<file path="src/pkg/rpr_map.svh">
// Purpose: offsets, field positions, reset values and counts of the pulse receiver
// Assumes: included by bare name; definitions only
// Notes: byte offsets on a 32-bit word bus
//
// Contract
// - input sampled on ticks of the low-frequency clock or the timer output
// - block_on bit 0 enables; while off, all logic except enable register, bus port, pin synchronisers and irq stands still
// - turning the block off leaves every configuration register unchanged
// - up to 72 received bits readable in three read-only buffer words
// - bits shift in msb first; newest bit sits at bit 0
// - leader cycle must lie between min and max fields times four samples
// - leader low width checked against max and min fields times four samples
// - with leaderless reception, a low shorter than min leader low is a data bit
// - control bit 31 enables leader interrupt, bit 30 falling edge interrupt
// - control bit 25 lets a frame start without any leader
// - control bit 24 picks cycle decoding or phase decoding
// - low lasting the excess-low field completes the frame; all ones disables it
// - bit cycle reaching the cycle-limit field completes the frame; all ones disables
// - cycle mode: cycle above lower threshold is a one, else a zero
// - phase mode: above upper gives 10, above lower gives 01, else 00
// - upper threshold only matters while phase mode is selected
// - filtered level changes after N equal samples of new level; N zero passes
// - input_invert bit 7 of the fourth control register inverts the input
// - a completed frame overwrites the buffer; receiver then waits for a leader
`ifndef RPR_MAP_SVH
`define RPR_MAP_SVH
`define RPR_OFS_BLOCK_ON 6'h00
`define RPR_OFS_RX_ON 6'h04
`define RPR_OFS_BUF_LOW 6'h08
`define RPR_OFS_BUF_MID 6'h0C
`define RPR_OFS_BUF_HIGH 6'h10
`define RPR_OFS_LEADER 6'h14
`define RPR_OFS_MODE 6'h18
`define RPR_OFS_THRESH 6'h1C
`define RPR_OFS_NOISE 6'h20
`define RPR_OFS_STATUS 6'h24
`define RPR_OFS_END1 6'h28
`define RPR_OFS_END2 6'h2C
`define RPR_OFS_END3 6'h30
`define RPR_OFS_FSEL 6'h34
`define RPR_MODE_RESET 32'h0000FFFF
`define RPR_MODE_MASK 32'hC300FFFF
`define RPR_THRESH_MASK 32'h00007F7F
`define RPR_NOISE_MASK 32'h0000008F
`define RPR_BIT_LEADER_IRQ 31
`define RPR_BIT_FALL_IRQ 30
`define RPR_BIT_LEADERLESS 25
`define RPR_BIT_PHASE 24
`define RPR_BIT_INVERT 7
`define RPR_LIMIT_OFF 8'hFF
`define RPR_COUNT_SAT 7'h7F
`define RPR_FRAME_BITS 72
`endif

</file>
<file path="src/pkg/rpr_pkg.sv">
// Purpose: types shared by the pulse receiver
// Assumes: nothing
// Notes: receiver sequencing states
package rpr_pkg;
    typedef enum logic [1:0] {
        RPR_ST_IDLE = 2'b00, // waiting for the first falling edge
        RPR_ST_LEAD = 2'b01, // measuring a leader candidate
        RPR_ST_DATA = 2'b10  // collecting data bits
    } rpr_state_t;
endpackage

</file>
<file path="src/core/rpr_receiver.sv">
// Purpose: remote-control pulse receiver with an AHB-Lite register port
// Assumes: 20 MHz clock; sampling clocks far slower than the bus clock
// Notes: clock gating is modelled as a hold enable on all logic but block_on, the bus port, the pin synchronisers and irq
//
// Chosen here: register access over AHB-Lite.
`timescale 1ns/1ns
`default_nettype none
`include "rpr_map.svh"
module rpr_receiver import rpr_pkg::*; #(
    parameter int FRAME_BITS = `RPR_FRAME_BITS
) (
    // clock and reset
    input wire logic clock,
    input wire logic reset,
    // ahb-lite slave
    input wire logic hsel,
    input wire logic [31:0] haddr,
    input wire logic [1:0] htrans,
    input wire logic hwrite,
    input wire logic [2:0] hsize,
    input wire logic [31:0] hwdata,
    input wire logic hready,
    output logic [31:0] hrdata,
    output logic hreadyout,
    output logic hresp,
    // sampling clock sources and remote input
    input wire logic lf_clk_pin,
    input wire logic timer_out_pin,
    input wire logic remote_pin,
    // interrupt request
    output logic irq
);
    if (FRAME_BITS != `RPR_FRAME_BITS) begin : g_chk
        $error("rpr_receiver serves a 72-bit frame only");
    end

    // -------------------------------------------------------------
    // register storage
    // -------------------------------------------------------------
    logic [1:0] block_on_r;
    logic rx_on_r;
    logic [31:0] lead_cfg_r;
    logic [31:0] mode_cfg_r;
    logic [31:0] thr_cfg_r;
    logic [31:0] noise_cfg_r;
    logic [6:0] end1_r;
    logic [6:0] end2_r;
    logic [6:0] end3_r;
    logic fsel_r;
    logic [71:0] buf_r;
    logic [3:0] flags_r;
    logic leader_seen_r;
    logic [6:0] count_r;

    // bus phase capture
    logic wr_ph_r;
    logic rd_ph_r;
    logic [5:0] addr_r;
    logic [31:0] rd_mux;

    // -------------------------------------------------------------
    // field views
    // -------------------------------------------------------------
    wire block_on = block_on_r[0];
    wire [7:0] leader_cycle_max = lead_cfg_r[31:24];
    wire [7:0] leader_cycle_min = lead_cfg_r[23:16];
    wire [7:0] leader_low_max = lead_cfg_r[15:8];
    wire [7:0] leader_low_min = lead_cfg_r[7:0];
    wire leader_irq_on = mode_cfg_r[`RPR_BIT_LEADER_IRQ];
    wire fall_edge_irq_on = mode_cfg_r[`RPR_BIT_FALL_IRQ];
    wire leaderless_allow = mode_cfg_r[`RPR_BIT_LEADERLESS];
    wire phase_mode_sel = mode_cfg_r[`RPR_BIT_PHASE];
    wire [7:0] excess_low_limit = mode_cfg_r[15:8];
    wire [7:0] bit_cycle_limit = mode_cfg_r[7:0];
    wire [6:0] upper_threshold = thr_cfg_r[14:8];
    wire [6:0] lower_threshold = thr_cfg_r[6:0];
    wire input_invert = noise_cfg_r[`RPR_BIT_INVERT];
    wire [3:0] noise_filter_count = noise_cfg_r[3:0];

    // -------------------------------------------------------------
    // bus decode
    // -------------------------------------------------------------
    wire addr_take = hsel & htrans[1] & hready;
    wire wr_take = addr_take & hwrite;
    wire rd_take = addr_take & ~hwrite;
    // configuration writes need the block's clocks, so they are dropped while block_on is low
    wire cfg_wr = wr_ph_r & block_on;
    wire wr_block = wr_ph_r & (addr_r == `RPR_OFS_BLOCK_ON);

    // read mux; unmapped words and reserved bits read zero
    always_comb begin
        unique case (addr_r)
            `RPR_OFS_BLOCK_ON: rd_mux = {30'h0, block_on_r};
            `RPR_OFS_RX_ON: rd_mux = {31'h0, rx_on_r};
            `RPR_OFS_BUF_LOW: rd_mux = buf_r[31:0];
            `RPR_OFS_BUF_MID: rd_mux = buf_r[63:32];
            `RPR_OFS_BUF_HIGH: rd_mux = {24'h0, buf_r[71:64]};
            `RPR_OFS_LEADER: rd_mux = lead_cfg_r;
            `RPR_OFS_MODE: rd_mux = mode_cfg_r;
            `RPR_OFS_THRESH: rd_mux = thr_cfg_r;
            `RPR_OFS_NOISE: rd_mux = noise_cfg_r;
            `RPR_OFS_STATUS: rd_mux = {16'h0, flags_r, 4'h0, leader_seen_r, count_r};
            `RPR_OFS_END1: rd_mux = {25'h0, end1_r};
            `RPR_OFS_END2: rd_mux = {25'h0, end2_r};
            `RPR_OFS_END3: rd_mux = {25'h0, end3_r};
            `RPR_OFS_FSEL: rd_mux = {31'h0, fsel_r};
            default: rd_mux = 32'h00000000;
        endcase
    end

    // address phase capture; reads insert one wait state so data follow writes
    always_ff @(posedge clock) begin
        if (reset) begin
            wr_ph_r <= 1'b0;
            rd_ph_r <= 1'b0;
            addr_r <= 6'h00;
            hreadyout <= 1'b1;
            hrdata <= 32'h00000000;
            hresp <= 1'b0;
        end else begin
            wr_ph_r <= wr_take;
            rd_ph_r <= rd_take;
            if (addr_take) begin
                addr_r <= (haddr[31:6] == 26'h0) ? haddr[5:0] : 6'h3C;
            end
            hreadyout <= ~rd_take;
            if (rd_ph_r) begin
                hrdata <= rd_mux;
            end
        end
    end

    // block_on keeps its clock always
    always_ff @(posedge clock) begin
        if (reset) begin
            block_on_r <= 2'b00;
        end else if (wr_block) begin
            block_on_r <= hwdata[1:0];
        end
    end

    // configuration registers hold their values while the block is off
    always_ff @(posedge clock) begin
        if (reset) begin
            rx_on_r <= 1'b0;
            lead_cfg_r <= 32'h00000000;
            mode_cfg_r <= `RPR_MODE_RESET;
            thr_cfg_r <= 32'h00000000;
            noise_cfg_r <= 32'h00000000;
            end1_r <= 7'h00;
            end2_r <= 7'h00;
            end3_r <= 7'h00;
            fsel_r <= 1'b0;
        end else if (cfg_wr) begin
            unique case (addr_r)
                `RPR_OFS_RX_ON: rx_on_r <= hwdata[0];
                `RPR_OFS_LEADER: lead_cfg_r <= hwdata;
                `RPR_OFS_MODE: mode_cfg_r <= hwdata & `RPR_MODE_MASK;
                `RPR_OFS_THRESH: thr_cfg_r <= hwdata & `RPR_THRESH_MASK;
                `RPR_OFS_NOISE: noise_cfg_r <= hwdata & `RPR_NOISE_MASK;
                `RPR_OFS_END1: end1_r <= hwdata[6:0];
                `RPR_OFS_END2: end2_r <= hwdata[6:0];
                `RPR_OFS_END3: end3_r <= hwdata[6:0];
                `RPR_OFS_FSEL: fsel_r <= hwdata[0];
                default: ;
            endcase
        end
    end

    // -------------------------------------------------------------
    // pin synchronisers and sampling tick
    // -------------------------------------------------------------
    logic lf_lvl;
    logic tmr_lvl;
    logic rmt_lvl;
    logic samp_d_r;

    rpr_pin_sync u_sync_lf (.clock(clock), .reset(reset), .pin(lf_clk_pin), .level(lf_lvl));
    rpr_pin_sync u_sync_tmr (.clock(clock), .reset(reset), .pin(timer_out_pin), .level(tmr_lvl));
    rpr_pin_sync u_sync_rmt (.clock(clock), .reset(reset), .pin(remote_pin), .level(rmt_lvl));

    // rising edge of the chosen sampling clock is one sample tick
    wire samp_lvl = fsel_r ? tmr_lvl : lf_lvl;
    wire tick = block_on & samp_lvl & ~samp_d_r;
    wire rx_step = tick & rx_on_r;

    always_ff @(posedge clock) begin
        if (reset) begin
            samp_d_r <= 1'b0;
        end else if (block_on) begin
            samp_d_r <= samp_lvl;
        end
    end

    // -------------------------------------------------------------
    // noise filter
    // -------------------------------------------------------------
    logic filt_r;
    logic [3:0] nf_cnt_r;
    wire raw = rmt_lvl ^ input_invert;
    wire differ = raw != filt_r;
    wire [3:0] nf_inc = nf_cnt_r + 4'h1;
    wire nf_done = (nf_inc >= noise_filter_count);
    wire filt_nxt = (differ & nf_done) ? raw : filt_r;
    wire fall = rx_step & filt_r & ~filt_nxt;

    always_ff @(posedge clock) begin
        if (reset) begin
            filt_r <= 1'b1;
            nf_cnt_r <= 4'h0;
        end else if (rx_step) begin
            filt_r <= filt_nxt;
            nf_cnt_r <= (differ & ~nf_done) ? nf_inc : 4'h0;
        end
    end

    // -------------------------------------------------------------
    // width measurement
    // -------------------------------------------------------------
    logic [9:0] cyc_r;
    logic [9:0] low_r;
    wire [9:0] cyc_inc = (cyc_r == 10'h3FF) ? cyc_r : cyc_r + 10'h001;
    wire [9:0] low_inc = (low_r == 10'h3FF) ? low_r : low_r + 10'h001;

    // cycle counts ticks between falls, low counts ticks spent low
    always_ff @(posedge clock) begin
        if (reset) begin
            cyc_r <= 10'h000;
            low_r <= 10'h000;
        end else if (rx_step) begin
            cyc_r <= fall ? 10'h000 : cyc_inc;
            low_r <= fall ? 10'h000 : (filt_r ? low_r : low_inc);
        end
    end

    // -------------------------------------------------------------
    // leader check and bit decode
    // -------------------------------------------------------------
    rpr_state_t st_r;
    rpr_state_t st_nxt;
    logic [71:0] bits_r;
    logic [6:0] nbits_r;

    wire no_leader = leader_cycle_max == 8'h00;
    wire lead_cyc_ok = (cyc_inc >= {leader_cycle_min, 2'b00})
                     & (cyc_inc <= {leader_cycle_max, 2'b00});
    wire lead_low_ok = (leader_low_max == 8'h00)
                     | ((low_r >= {leader_low_min, 2'b00})
                     & (low_r <= {leader_low_max, 2'b00}));
    wire short_low = low_r < {leader_low_min, 2'b00};
    wire lead_evt = fall & (st_r == RPR_ST_LEAD) & ~no_leader & lead_cyc_ok & lead_low_ok;
    wire as_data = fall & (st_r == RPR_ST_LEAD) & ~lead_evt
                 & leaderless_allow & short_low;
    wire data_bit = (fall & (st_r == RPR_ST_DATA)) | as_data;

    // one bit in cycle mode, a two-bit pattern in phase mode
    wire above_low = cyc_inc > {3'b000, lower_threshold};
    wire above_up = phase_mode_sel & (cyc_inc > {3'b000, upper_threshold});
    wire [1:0] pattern = above_up ? 2'b10 : (above_low ? 2'b01 : 2'b00);
    wire [71:0] bits_nxt = phase_mode_sel ? {bits_r[69:0], pattern}
                                          : {bits_r[70:0], above_low};
    wire [7:0] nbits_sum = {1'b0, nbits_r} + (phase_mode_sel ? 8'h02 : 8'h01);
    wire [6:0] nbits_nxt = nbits_sum[7] ? `RPR_COUNT_SAT : nbits_sum[6:0];

    // frame completion
    wire lo_done = rx_step & (st_r == RPR_ST_DATA) & ~filt_r
                 & (excess_low_limit != `RPR_LIMIT_OFF)
                 & (low_r == {2'b00, excess_low_limit});
    wire end_any = (end1_r != 7'h00) | (end2_r != 7'h00) | (end3_r != 7'h00);
    wire end_ok = ~end_any | ((end1_r != 7'h00) & (nbits_r == end1_r))
                | ((end2_r != 7'h00) & (nbits_r == end2_r))
                | ((end3_r != 7'h00) & (nbits_r == end3_r));
    wire dmax_done = rx_step & (st_r == RPR_ST_DATA) & ~fall
                   & (bit_cycle_limit != `RPR_LIMIT_OFF)
                   & (cyc_r == {2'b00, bit_cycle_limit}) & end_ok;
    wire done = lo_done | dmax_done;
    wire fall_evt = fall & fall_edge_irq_on;
    wire irq_evt = (lead_evt & leader_irq_on) | fall_evt | done;

    // sequencing
    always_comb begin
        st_nxt = st_r;
        unique case (st_r)
            RPR_ST_IDLE: begin
                if (fall) begin
                    st_nxt = no_leader ? RPR_ST_DATA : RPR_ST_LEAD;
                end
            end
            RPR_ST_LEAD: begin
                if (lead_evt | as_data) begin
                    st_nxt = RPR_ST_DATA;
                end
            end
            RPR_ST_DATA: begin
                if (done) begin
                    st_nxt = RPR_ST_IDLE;
                end
            end
            default: st_nxt = RPR_ST_IDLE;
        endcase
        if (!rx_on_r) begin
            st_nxt = RPR_ST_IDLE;
        end
    end

    always_ff @(posedge clock) begin
        if (reset) begin
            st_r <= RPR_ST_IDLE;
        end else if (block_on) begin
            st_r <= st_nxt;
        end
    end

    // working shift register and bit count
    always_ff @(posedge clock) begin
        if (reset) begin
            bits_r <= 72'h0;
            nbits_r <= 7'h00;
        end else if (lead_evt | (fall & (st_r == RPR_ST_IDLE))) begin
            bits_r <= 72'h0;
            nbits_r <= 7'h00;
        end else if (data_bit) begin
            bits_r <= bits_nxt;
            nbits_r <= nbits_nxt;
        end
    end

    // result buffer updated on frame completion, status flags on each interrupt event
    always_ff @(posedge clock) begin
        if (reset) begin
            buf_r <= 72'h0;
            flags_r <= 4'h0;
            leader_seen_r <= 1'b0;
            count_r <= 7'h00;
            irq <= 1'b0;
        end else begin
            irq <= irq_evt;
            if (lead_evt) begin
                leader_seen_r <= 1'b1;
            end else if (fall & (st_r == RPR_ST_IDLE)) begin
                leader_seen_r <= 1'b0;
            end
            if (irq_evt) begin
                flags_r <= {lead_evt, lo_done, dmax_done, fall_evt};
            end
            if (done) begin
                buf_r <= bits_r;
                count_r <= nbits_r;
            end
        end
    end
endmodule // rpr_receiver
`default_nettype wire

</file>
<file path="src/core/rpr_pin_sync.sv">
// Purpose: three-flop synchroniser for one asynchronous input
// Assumes: pin changes slowly against clock
// Notes: the level moves only once the second and third flops agree
`timescale 1ns/1ns
`default_nettype none
module rpr_pin_sync (
    // clock and reset
    input wire logic clock,
    input wire logic reset,
    // asynchronous pin and its clean level
    input wire logic pin,
    output logic level
);
    logic ff1_r;
    logic ff2_r;
    logic ff3_r;

    // -------------------------------------------------------------
    // synchroniser chain
    // -------------------------------------------------------------
    // ff1 feeds only ff2; the agree test looks at ff2 and ff3
    always_ff @(posedge clock) begin
        if (reset) begin
            ff1_r <= 1'b0;
            ff2_r <= 1'b0;
            ff3_r <= 1'b0;
            level <= 1'b0;
        end else begin
            ff1_r <= pin;
            ff2_r <= ff1_r;
            ff3_r <= ff2_r;
            if (ff2_r == ff3_r) begin
                level <= ff3_r;
            end
        end
    end
endmodule // rpr_pin_sync
`default_nettype wire

</file>
<file path="config.mk">
export PLATFORM = sky130hd
export DESIGN_NAME = rpr_receiver
export DESIGN_NICKNAME = d
export VERILOG_FILES = /design/src/pkg/rpr_pkg.sv /design/src/core/rpr_receiver.sv /design/src/core/rpr_pin_sync.sv
export VERILOG_INCLUDE_DIRS = /design/src /design/src/pkg
export SDC_FILE = /design/constraint.sdc
export NUM_CORES = 1
export LEC_CHECK = 0
export BUFFER_PORTS_ARGS = -buffer_cell sky130_fd_sc_hd__buf_2
export CORE_ASPECT_RATIO = 2
export CORE_MARGIN = 2
export CORE_UTILIZATION = 61
export CTS_BUF_LIST = sky130_fd_sc_hd__clkbuf_4 sky130_fd_sc_hd__clkbuf_8 sky130_fd_sc_hd__clkbuf_16
export DETAILED_ROUTE_END_ITERATION = 10
export GPL_ROUTABILITY_DRIVEN = 0
export PLACE_DENSITY = 0.85
export SETUP_SLACK_MARGIN = 0.5
export SLEW_MARGIN = 20
export SYNTH_ARGS = -nofsm -noshare
export SYNTH_HDL_FRONTEND = slang
export SYNTH_HIERARCHICAL = 1
export SYNTH_SLANG_ARGS = --single-unit
</file>
<file path="constraint.sdc">
create_clock -name clock -period 4.61 [get_ports clock]
set_input_delay 1.383 -clock clock [delete_from_list [all_inputs] [get_ports clock]]
set_output_delay 1.383 -clock clock [all_outputs]
set_load 0.02 [all_outputs]
</file>
==> results.yml <==
run_status:
  status: "complete, no violations"
timing:
  grt_setup_unrepaired: "false"
  fin_ws_ps: 621
  fin_setup_tns_ps: 0
  fmax_mhz: 251
  tightestPinTransition_ps: 1150
  period_needed_ps: 3990
  slew_headroom_pct: 22.8
  setup_viol: 0
  fin_crit_sh_pct: 86.5
  drv_slew: 0
  hold_violations: 0
  skew_ps: 13.7
worst_hold_path:
  whs_path_depth: 1
  hp-class: "reg -> reg"
power_and_ir_drop:
  combPwrFrac_pct: 3.2
  sequentialPowerShare_pct: 51.8
  cellPowerDensity_nw_per_um2: 306
  p_sw_share_pct: 22.2
  peakVddDrop_v: 0.000301
  power_frac_clock_pct: 45.0
  intPower_mw: 4.46
  switchingPower_mw: 1.27
  p_leak_nw: 6.67
global_route:
  antenna_found_initial: 0
  grt_pass1_wl_mm: 81.4
  grt_pass1_vias: 15300
  grt_max_degree: 114
  grt_use_total_pct: 35.3
  grt-ovfl-total: 0
routing:
  drt_first_pass_iters: 8
  drt_iter0_markers: 1531
  via_count: 15500
  postRouteWirelength_mm: 51.9
  drc: 0
  ant_nets: 0
  routedWlPerCell_um: 22.2
  viasPerCell: 6.63
logic_synthesis:
  ys_ff_latch: 341
  synth_area_per_cell_um2: 8.88
  yosys.cell_types.count: 84
  synthTopCellsByArea: "dfxtp_1 40%, mux2i_1 11%, nand2_1 5.7%, nor2_1 4.2%, ha_1 4.1%"
  seq_area_frac_synth_pct: 40.1
  yosys.area.top_type_share_pct: 40.1
  synthArstFlopShare_pct: 0
  syn_nets: 2052
  synth_ff_type: "dfxtp_1"
  synth_edf_count: 0
  yosysTopAreaCell: "dfxtp_1"
  yosysMostFrequentCell: "dfxtp_1"
  synthesis.area_um2: 17000
  synth_warnings: 6
  synthCells: 1918
  yosys-top-cells-count: "341 x dfxtp_1, 258 x nand2_1, 190 x nor2_1, 185 x mux2i_1, 107 x a21oi_1"
cts:
  cts_made_buffers: 29
  cts_buffer_depth: 3
  clk_latency_ps: 570
  htreeDepth: 1
  cts_tree: "built"
  cts.sinks: 341
  cts_root_buf: "clkbuf_16"
  clk_pin_slew_ps: 70
  holdBufCountCts: 0
floorplan:
  start_util_pct: 61.8
  die_w_um: 122
  rows: 86
  die_h_um: 240
  num_io_pins: 112
  core_area_um2: 27500
  dieArea_um2: 29300
worst_setup_path:
  start_kind: "flop"
  crit_type: "reg -> reg"
  arrival_ps: 4500
  worstPathRequired_ps: 5120
  reg2reg_depth: 15
  path_max_fanout: 33
  endpoint_kind: "flop"
finish:
  nets: 2092
  drive_above_1_share_pct: 12.8
  syn2layout_area_growth_pct: 9.73
  fillers: 2133
  diodes: 0
placed_design:
  io_buffer_count: 106
  dp_slack_ps: 346
  dp_hpwl_mm: 35.0
run:
  drv_cap: 0
per-stage QoR:
step | hold slack (ps) | utilization, % | area, um2 | cells | total power [mW]
final | 451 | 67.8 | 18700 | 2332 | 5.72
after CTS | 456 | 67.7 | 18700 | 2331 | 5.72
after global placement | 420 | 63.8 | 17600 | 2266 | 3.20
after floorplan | 414 | - | 17000 | 1918 | 3.13
after detailed placement | 435 | 63.8 | 17600 | 2266 | 3.21
after global routing | 462 | 67.8 | 18700 | 2332 | 5.85
placed cells by master (no fill, tap or decap), types with 31 or more instances in the layout:
cell and count:
dfxtp_1 337, nand2_1 258, nor2_1 187, mux2i_1 185, a21oi_1 107, buf_2 105, inv_1 72, nand3_1 62
o221a_1 62, ha_1 55, nor3_1 44, xor2_1 34, o21ai_0 33, buf_4 31
power by group through the flow:
stage               Combinational, mW  Clock, mW  Sequential (mW)
floorplan                      0.0954          0             3.03
global placement                0.171          0             3.03
detailed placement              0.173          0             3.03
CTS                             0.174       2.58             2.97
global route                    0.189       2.69             2.97
finish                          0.181       2.58             2.97
sequential cells by signal, indices dropped and copies added (netlist names), 10 cells and up:
register / cells
bits_r: 72
buf_r: 72
hrdata: 32
lead_cfg_r: 32
mode_cfg_r: 20
thr_cfg_r: 14
cyc_r: 10
low_r: 10
path summary, 6_finish.rpt:
| kind | end | slack [ps] | startpoint |
|---|---|---|---|
| setup reg to reg | bits_r[68] | 620 | cyc_r[0] |
| hold reg to reg | u_sync_tmr/ff2_r | 450 | u_sync_tmr/ff1_r |
| hold / removal | u_sync_tmr/ff2_r | 450 | u_sync_tmr/ff1_r |
| setup / recovery | bits_r[68] | 620 | cyc_r[0] |
layer usage:
layer	vias to the layer above	track usage, %	share of wire [%]	routed length (um)
met5	-	0	0	0
met4	0	29.7	9.7	5040
met3	320	7.59	8.6	4480
met2	865	57.8	47	24600
met1	7347	38.1	34	17700
li1	6934	-	-	-
cell families after synthesis:
| logic type | share of synthesized area [%] |
|---|---|
| flops | 40.1 |
| compound gates | 17.0 |
| fa+ha+maj | 4.23 |
| mux | 11.8 |
| xor+xnor | 2.73 |
| simple gates | 18.0 |
| other cells | 0.0220 |
| buf+inv | 6.17 |
final cells by class:
type	instances	area (um2)	share of cell area (%)
sequential	341	6830	36.6
timing repair buffer	146	941	5.04
clock inverter	12	143	0.763
clock buffer	41	847	4.53
tap	352	440	2.36
inverter	73	274	1.47
multi-input combinational	1367	9210	49.3
worst max-delay path, cell delays in order (launching register included):
cell and delay (ps):
dfxtp_2 410, ha_2 240, and3_1 180, nand3_1 190, and3_1 290, and3_1 250
xor2_2 210, ha_1 210, a211oi_1 240, nor2_1 110, nor4b_1 250, o211ai_1 240
or2_1 340, nor2_4 290, buf_12 230, o221a_1 210
what timing repair did:
action                     in CTS  in global routing
pin swaps                       3                  2
buffers inserted               12                  1
resized for setup               0                  4
setup endpoints to repair      74                 87
Note: power is estimated with default switching activity, not from simulation.
